==> config.mk <==
export PLATFORM = sky130hd
export DESIGN_NAME = pmp_port
export DESIGN_NICKNAME = d
export VERILOG_FILES = /design/src/hdl/pmp_port.v
export VERILOG_INCLUDE_DIRS = /design/src /design/src/hdl
export SDC_FILE = /design/constraint.sdc
export NUM_CORES = 1
export LEC_CHECK = 0
export BUFFER_PORTS_ARGS = -buffer_cell sky130_fd_sc_hd__buf_4
export CORE_MARGIN = 2
export CORE_UTILIZATION = 55
export CTS_BUF_LIST = sky130_fd_sc_hd__clkbuf_8 sky130_fd_sc_hd__clkbuf_16
export CTS_CLUSTER_DIAMETER = 150
export DETAILED_ROUTE_END_ITERATION = 10
export GPL_ROUTABILITY_DRIVEN = 0
export PLACE_DENSITY = 0.78
export RECOVER_POWER = 50
export SLEW_MARGIN = 20
export SYNTH_ARGS = -nofsm -noshare
export SYNTH_HDL_FRONTEND = slang
export SYNTH_SLANG_ARGS = --single-unit
==> constraint.sdc <==
create_clock -name core_clk -period 2.68 [get_ports core_clk]
set_input_delay 0.268 -clock core_clk [delete_from_list [all_inputs] [get_ports core_clk]]
set_output_delay 0.268 -clock core_clk [all_outputs]
set_load 0.05 [all_outputs]
==> src/hdl/pmp_defs.vh <==
/*
 Constants shared by the MAC-side data port of the gigabit PHY: clock timing,
 speed codes, interface select and fixed receive codes.
 Assumes inclusion by bare name from the design files under hdl/.
*/
`ifndef PMP_DEFS_VH
`define PMP_DEFS_VH

// Core clock period and link clock periods, in picoseconds.
`define PMP_CORE_PS 5000
`define PMP_T10_PS 400000
`define PMP_T100_PS 40000
`define PMP_T1000_PS 8000
// Half period in core cycles, never below one cycle.
`define PMP_HALF(p) ((((p) / 2) / `PMP_CORE_PS) < 1 ? 1 : (((p) / 2) / `PMP_CORE_PS))

// Link speed codes, as carried in the in-band status.
`define PMP_SPD_10 2'h0
`define PMP_SPD_100 2'h1
`define PMP_SPD_1000 2'h2

// Interface select.
`define PMP_IF_GMII 1'h0
`define PMP_IF_RGMII 1'h1

// Receive data pattern that marks Low Power Idle.
`define PMP_LPI_BYTE 8'h01
`define PMP_LPI_NIB 4'h1
`define PMP_NIB_ZERO 4'h0
`define PMP_BYTE_ZERO 8'h00

// In-band status nibble fields.
`define PMP_ST_LINK 0
`define PMP_ST_SPD_LO 1
`define PMP_ST_SPD_HI 2
`define PMP_ST_DUP 3

// Width of the link clock half-period counter.
`define PMP_CNT_W 7

`endif

==> src/hdl/pmp_port.v <==
/*
 MAC-facing data port of a gigabit PHY: GMII, MII and RGMII receive and
 transmit signalling, receive and MII transmit clock generation.
 Assumes the PHY core on core_clk supplies receive bytes and line state and
 takes transmit bytes; MAC pins arrive asynchronously and are synchronised.
*/
// What this block does
// - MII transmit clock idle in GMII mode.
// - COL shows collision, half duplex only.
// - CRS shows carrier, half duplex only.
// - Bytes on RXD; MII uses low nibble.
// - MII mode holds RXD bits 7-4 low.
// - RX_DV exactly while frame data present.
// - RX_ER flags errored frame during transfer.
// - RX_ER with RXD signals partner LPI.
// - TX_CTL carries enable and error; decoded.
// - RXC at 100, 25, 2.5 MHz.
// - RX_CTL carries valid and error.
// - Idle RGMII RXD shows speed, duplex, link.
`timescale 1ns/1ps
`default_nettype none
`include "pmp_defs.vh"

module pmp_port (
    input wire core_clk,
    input wire rst_n,
    input wire if_sel,
    input wire [1:0] speed,
    input wire full_duplex,
    input wire link_up,
    input wire carrier,
    input wire collision,
    input wire rx_valid,
    input wire [7:0] rx_byte,
    input wire rx_error,
    input wire rx_lpi,
    output wire rx_take,
    output reg [7:0] tx_byte,
    output reg tx_strobe,
    output reg tx_error,
    output reg tx_lpi,
    output reg [7:0] rxd,
    output reg rx_dv,
    output reg rx_er,
    output wire rx_clk,
    output wire tx_clk,
    output wire col,
    output wire crs,
    output reg [3:0] rgmii_rxd,
    output reg rx_ctl,
    output wire rxc,
    input wire [7:0] txd,
    input wire tx_en,
    input wire tx_er,
    input wire gtx_clk,
    input wire [3:0] rgmii_txd,
    input wire tx_ctl,
    input wire txc
);
    localparam integer HALF_10_I = `PMP_HALF(`PMP_T10_PS);
    localparam integer HALF_100_I = `PMP_HALF(`PMP_T100_PS);
    localparam integer HALF_1000_I = `PMP_HALF(`PMP_T1000_PS);
    localparam [`PMP_CNT_W-1:0] HALF_10 = HALF_10_I[`PMP_CNT_W-1:0];
    localparam [`PMP_CNT_W-1:0] HALF_100 = HALF_100_I[`PMP_CNT_W-1:0];
    localparam [`PMP_CNT_W-1:0] HALF_1000 = HALF_1000_I[`PMP_CNT_W-1:0];

    wire rgmii = (if_sel == `PMP_IF_RGMII);
    wire gig = (speed == `PMP_SPD_1000);
    wire byte_mode = gig;
    reg [`PMP_CNT_W-1:0] half;
    reg [`PMP_CNT_W-1:0] cnt;
    reg lclk;

    always @* begin
        case (speed)
            `PMP_SPD_10: half = HALF_10;
            `PMP_SPD_100: half = HALF_100;
            default: half = HALF_1000;
        endcase
    end

    // Gigabit from a 200 MHz core rounds down to 100 MHz; real parts use a PLL.
    wire flip = (cnt >= half - 1'b1);
    wire rise = flip && !lclk;
    wire fall = flip && lclk;

    always @(posedge core_clk or negedge rst_n) begin
        if (!rst_n) begin
            cnt <= {`PMP_CNT_W{1'b0}};
            lclk <= 1'b0;
        end else if (flip) begin
            cnt <= {`PMP_CNT_W{1'b0}};
            lclk <= ~lclk;
        end else begin
            cnt <= cnt + 1'b1;
        end
    end

    assign rxc = rgmii ? lclk : 1'b0;
    assign rx_clk = rgmii ? 1'b0 : lclk;
    assign tx_clk = (!rgmii && !gig) ? lclk : 1'b0;
    assign col = collision && !full_duplex;
    assign crs = carrier && !full_duplex;

    reg nib_hi;
    reg s_dv;
    reg s_er;
    reg s_lpi;
    reg s_car;
    reg [7:0] s_data;
    wire fetch = fall && (byte_mode || !nib_hi);
    assign rx_take = fetch;
    wire v_dv = fetch ? rx_valid : s_dv;
    wire v_er = fetch ? (rx_valid ? rx_error : rx_lpi) : s_er;
    wire v_lpi = fetch ? (!rx_valid && rx_lpi) : s_lpi;
    wire v_car = fetch ? carrier : s_car;
    wire [7:0] v_data = fetch ? rx_byte : s_data;
    wire [3:0] v_nib = (!byte_mode && nib_hi) ? v_data[7:4] : v_data[3:0];
    wire [3:0] status;
    assign status[`PMP_ST_LINK] = link_up;
    assign status[`PMP_ST_SPD_LO] = speed[0];
    assign status[`PMP_ST_SPD_HI] = speed[1];
    assign status[`PMP_ST_DUP] = full_duplex;

    always @(posedge core_clk or negedge rst_n) begin
        if (!rst_n) begin
            nib_hi <= 1'b0;
            s_dv <= 1'b0;
            s_er <= 1'b0;
            s_lpi <= 1'b0;
            s_car <= 1'b0;
            s_data <= `PMP_BYTE_ZERO;
            rxd <= `PMP_BYTE_ZERO;
            rx_dv <= 1'b0;
            rx_er <= 1'b0;
            rgmii_rxd <= `PMP_NIB_ZERO;
            rx_ctl <= 1'b0;
        end else if (fall) begin
            nib_hi <= byte_mode ? 1'b0 : ~nib_hi;
            s_dv <= v_dv;
            s_er <= v_er;
            s_lpi <= v_lpi;
            s_car <= v_car;
            s_data <= v_data;
            if (rgmii) begin
                rxd <= `PMP_BYTE_ZERO;
                rx_dv <= 1'b0;
                rx_er <= 1'b0;
                rx_ctl <= v_dv;
                if (v_dv)
                    rgmii_rxd <= v_nib;
                else if (v_lpi)
                    rgmii_rxd <= `PMP_LPI_NIB;
                else if (v_er || v_car)
                    rgmii_rxd <= `PMP_NIB_ZERO;
                else
                    rgmii_rxd <= status;
            end else begin
                rgmii_rxd <= `PMP_NIB_ZERO;
                rx_ctl <= 1'b0;
                rx_dv <= v_dv;
                rx_er <= v_er;
                if (v_dv)
                    rxd <= byte_mode ? v_data : {`PMP_NIB_ZERO, v_nib};
                else if (v_lpi)
                    rxd <= `PMP_LPI_BYTE;
                else
                    rxd <= `PMP_BYTE_ZERO;
            end
        end else if (rise && rgmii) begin
            rx_ctl <= s_dv ^ s_er;
            if (byte_mode && s_dv)
                rgmii_rxd <= s_data[7:4];
        end
    end

    // Pins from the MAC cross in on two flip-flops before any use.
    // RGMII data rides the same two flip-flops as its clock, so each nibble is seen with its edge.
    reg [16:0] sy1;
    reg [16:0] sy2;
    reg gclk_d;
    reg tclk_d;
    always @(posedge core_clk or negedge rst_n) begin
        if (!rst_n) begin
            sy1 <= 17'h00000;
            sy2 <= 17'h00000;
            gclk_d <= 1'b0;
            tclk_d <= 1'b0;
        end else begin
            sy1 <= {rgmii_txd, gtx_clk, txc, tx_en, tx_er, tx_ctl, txd};
            sy2 <= sy1;
            gclk_d <= sy2[12];
            tclk_d <= sy2[11];
        end
    end
    wire [3:0] p_rtxd = sy2[16:13];
    wire [7:0] p_txd = sy2[7:0];
    wire p_en = sy2[10];
    wire p_er = sy2[9];
    wire p_ctl = sy2[8];
    wire g_rise = sy2[12] && !gclk_d;
    wire t_rise = sy2[11] && !tclk_d;
    wire t_fall = !sy2[11] && tclk_d;

    reg t_hi;
    reg [3:0] t_low;
    reg t_acc_er;
    reg r_en;
    reg [3:0] r_nib;
    // One nibble or byte event per clock of the MII or RGMII transmit path.
    wire n_ev = rgmii ? t_fall : (!gig && rise);
    wire [3:0] n_nib = rgmii ? r_nib : p_txd[3:0];
    wire n_en = rgmii ? r_en : p_en;
    wire n_er = rgmii ? (p_ctl ^ r_en) : p_er;

    always @(posedge core_clk or negedge rst_n) begin
        if (!rst_n) begin
            t_hi <= 1'b0;
            t_low <= `PMP_NIB_ZERO;
            t_acc_er <= 1'b0;
            r_en <= 1'b0;
            r_nib <= `PMP_NIB_ZERO;
            tx_byte <= `PMP_BYTE_ZERO;
            tx_strobe <= 1'b0;
            tx_error <= 1'b0;
            tx_lpi <= 1'b0;
        end else begin
            tx_strobe <= 1'b0;
            if (rgmii && t_rise) begin
                r_en <= p_ctl;
                r_nib <= p_rtxd;
            end
            if (!rgmii && gig && g_rise) begin
                tx_lpi <= !p_en && p_er;
                if (p_en) begin
                    tx_byte <= p_txd;
                    tx_error <= p_er;
                    tx_strobe <= 1'b1;
                end
            end else if (n_ev) begin
                tx_lpi <= !n_en && n_er;
                if (!n_en) begin
                    t_hi <= 1'b0;
                    t_acc_er <= 1'b0;
                end else if (rgmii && gig) begin
                    tx_byte <= {p_rtxd, n_nib};
                    tx_error <= n_er;
                    tx_strobe <= 1'b1;
                end else if (!t_hi) begin
                    t_low <= n_nib;
                    t_acc_er <= n_er;
                    t_hi <= 1'b1;
                end else begin
                    tx_byte <= {n_nib, t_low};
                    tx_error <= t_acc_er || n_er;
                    tx_strobe <= 1'b1;
                    t_hi <= 1'b0;
                end
            end
        end
    end
endmodule // pmp_port
`default_nettype wire

==> results.cfg <==
[status]
outcome = finished clean

[logic_synthesis]
syn_area_um2 = 4003
synthFlopType = dfrtp_1
synth.net_count = 389
yosys_warnings = 0
synth_seq_cells = 91
ys_seq_area_share_pct = 56.89
synth_cell_types = 51
synth_edf_count = 0
async_reset_ff_share_pct = 100.0
postSynthCellCount = 346
syn_avg_cell_area_um2 = 11.57

[drt]
dr.first_iter.drc_count = 136
routed_wl_um = 8829
routedWlPerCell_um = 15.85
postRouteAntennaNets = 0
routed-via-count = 3073
vias_per_cell = 5.517
first_pass_iters = 4
drc = 0

[placed_design]
hpwl_um = 6310
port_buffers = 68

[layout]
multi_input_area_um2 = 1637
drive_above_1_share_pct = 28.82
layout_commonest_cell = dfrtp_1
register_area_um2 = 2277
fin_nets = 496
fillerInstances = 564
antenna_cells = 0
fin_util_pct = 71.13
area_growth_pct = 26.82
layout.cells.most_common_list = 91 x dfrtp_1, 56 x buf_4, 32 x nand2_1

[timing]
setup_viol = 0
slew_viol_final = 0
period_share_pct = 97.03
tightest_slew_ns = 1.208
hold_violations = 0
fin_skew_ns = 0.009997
fmax_ghz = 0.3846
maxSlewHeadroom_pct = 19.47
period_minus_slack_ns = 2.600
grt_setup_unrepaired = false
hold_ws_ns = 0.1361

[setup_path]
crit_buf_inv = 2
crit_path_max_fanout = 8
cp_slowest_cell = a2111oi_0
rr_endpoint = rxd[0]$_DFFE_PN0N_
crit_start = cnt[0]$_DFF_PN0_
rrSetupSlack_ns = 0.08
cp_cell_sequence = inv_1, ha_1, and4bb_2, o31ai_4, buf_4, a221oi_1, a2111oi_0, o21ai_0
cp_top_family = compound AO/OA/AOI/OAI gates
max_stage_delay_ns = 0.70
rr_startpoint = cnt[0]$_DFF_PN0_
crit_type = reg -> reg
worstPathRequired_ns = 2.89
arrival_ns = 2.81
reg2reg_depth = 8
crit_path_start_kind = flip-flop
critPathCaptureType = flip-flop

[clock_network]
insertion_delay_ns = 0.35
clk_pin_slew_ns = 0.09
h-tree-depth = 3
clock-root-buffer = clkbuf_8
cts.sinks = 91
cts_buffers = 9
cts_buffer_depth = 2
cts_tree = built

[floorplan]
dieArea_um2 = 7975
die_x_um = 89.31
die_h_um = 89.31
coreArea_um2 = 7137
start_util_pct = 56.08
num_rows = 31
io_pins = 69

[power]
power_density_nw_per_um2 = 970.7
p_leak_nw = 2.352
peakVddDrop_mv = 0.5253

[job]
drv_cap = 0

[hold_path]
hold_path_class = in -> reg
min_from = rx_byte[7]
holdPathEnd = rxd[7]$_DFFE_PN0N_
hold_depth = 2

[global_routing]
grt_pass1_wl_um = 14080
grt_max_degree = 52
overflow = 0
grt_pass1_vias = 2992
antenna_found_initial = 0
track_usage_pct = 23.39
-- Yosys cell counts (6+ instances only) --
master | instances | area (µm²)
mux2i_1 | 8 | 80.08
and3_1 | 8 | 50.05
a31oi_1 | 11 | 68.82
nor2_1 | 31 | 116.4
clkbuf_1 | 11 | 41.29
a21oi_1 | 9 | 45.04
nand2_1 | 32 | 120.1
nor2b_1 | 7 | 43.79
ha_1 | 6 | 75.07
dfrtp_1 | 91 | 2277
inv_1 | 9 | 33.78
o21ai_0 | 14 | 70.07
mux2_2 | 31 | 349.1
-- layout make-up --
type / count / area share [%]
sequential: 91 / 44.86
multi-input combinational: 232 / 32.24
timing repair buffer: 110 / 16.10
clock buffer: 11 / 2.982
tap: 99 / 2.440
clock inverter: 5 / 0.7148
inverter: 9 / 0.6655
-- worst reg2reg max path, cell delays in order (launching register included) --
cell and delay (ns):
dfrtp_1 0.39, inv_1 0.06, ha_1 0.27, and4bb_2 0.25
o31ai_4 0.29, buf_4 0.20, a221oi_1 0.10, a2111oi_0 0.70
o21ai_0 0.19
-- sequential cells by signal (all words and copies together), names as in the netlist, 4 cells and up --
| signal | count |
|---|---|
| sy1 | 17 |
| sy2 | 17 |
| rxd | 8 |
| tx_byte | 8 |
| cnt | 7 |
| s_data | 5 |
| r_nib | 4 |
| rgmii_rxd | 4 |
| t_low | 4 |
-- metrics by stage --
step	instance area, µm²	TNS (ns)	power (mW)	cells	worst slack, ns
floorplan	4003	0	3.414	346	0.1194
global placement	4752	-0.08705	4.051	520	-0.01043
detailed placement	4752	-0.7922	4.120	520	-0.1307
CTS	5007	0	5.007	543	0.06822
global route	5076	0	5.213	557	0.01060
finish	5076	0	4.927	557	0.07958
-- metal layers --
metal,GRT usage (%),routed length [µm],vias up
met5,0,0,-
met4,10.72,169,0
met3,4.986,551,14
met2,38.25,4284,121
met1,29.96,3824,1496
li1,-,-,1442
-- report_power, final --
group          internal, mW  leakage [nW]  switching [mW]  total (mW)
Sequential             1.72          1.11           0.281        2.00
Combinational         0.758          1.15            1.31        2.06
Clock                 0.390        0.0934           0.476       0.865
Total                  2.87          2.35            2.06        4.93
-- kinds of logic (layout without fill, tap and decap cells) --
group,count (synthesis),after routing,synth area share (%)
AOI/OAI and AO/OA,74,74,13.88
xor gates and xnor gates,7,7,1.532
adders and majority gates,6,6,1.876
buffers and inverters,23,135,2.219
DFF,91,91,56.89
muxes,39,39,10.72
other,1,1,0.09369
and+or+nand+nor,105,105,12.78
-- worst max path at each step --
stage	endpoint	slack [ns]	cells after the start
2_1_floorplan	tx_byte[0]$_DFFE_PN0P_	0.12	7
3_3_place_gp	tx_byte[6]$_DFFE_PN0P_	-0.01	9
3_5_place_dp	rxd[0]$_DFFE_PN0N_	-0.13	8
4_1_cts	rx_take	0.07	7
5_1_grt	rxd[0]$_DFFE_PN0N_	0.01	8
6_report	rxd[0]$_DFFE_PN0N_	0.08	8
-- timing repair --
| action | 4_1_cts | 5_1_grt |
|---|---|---|
| endpoints found under the hold margin | 54 | 12 |
| gates resized for setup | 0 | 0 |
| setup endpoints to repair | 1 | 1 |
| setup buffers | 1 | 2 |
| hold buffers | 6 | 12 |
Power figures use the tool's default switching activity.
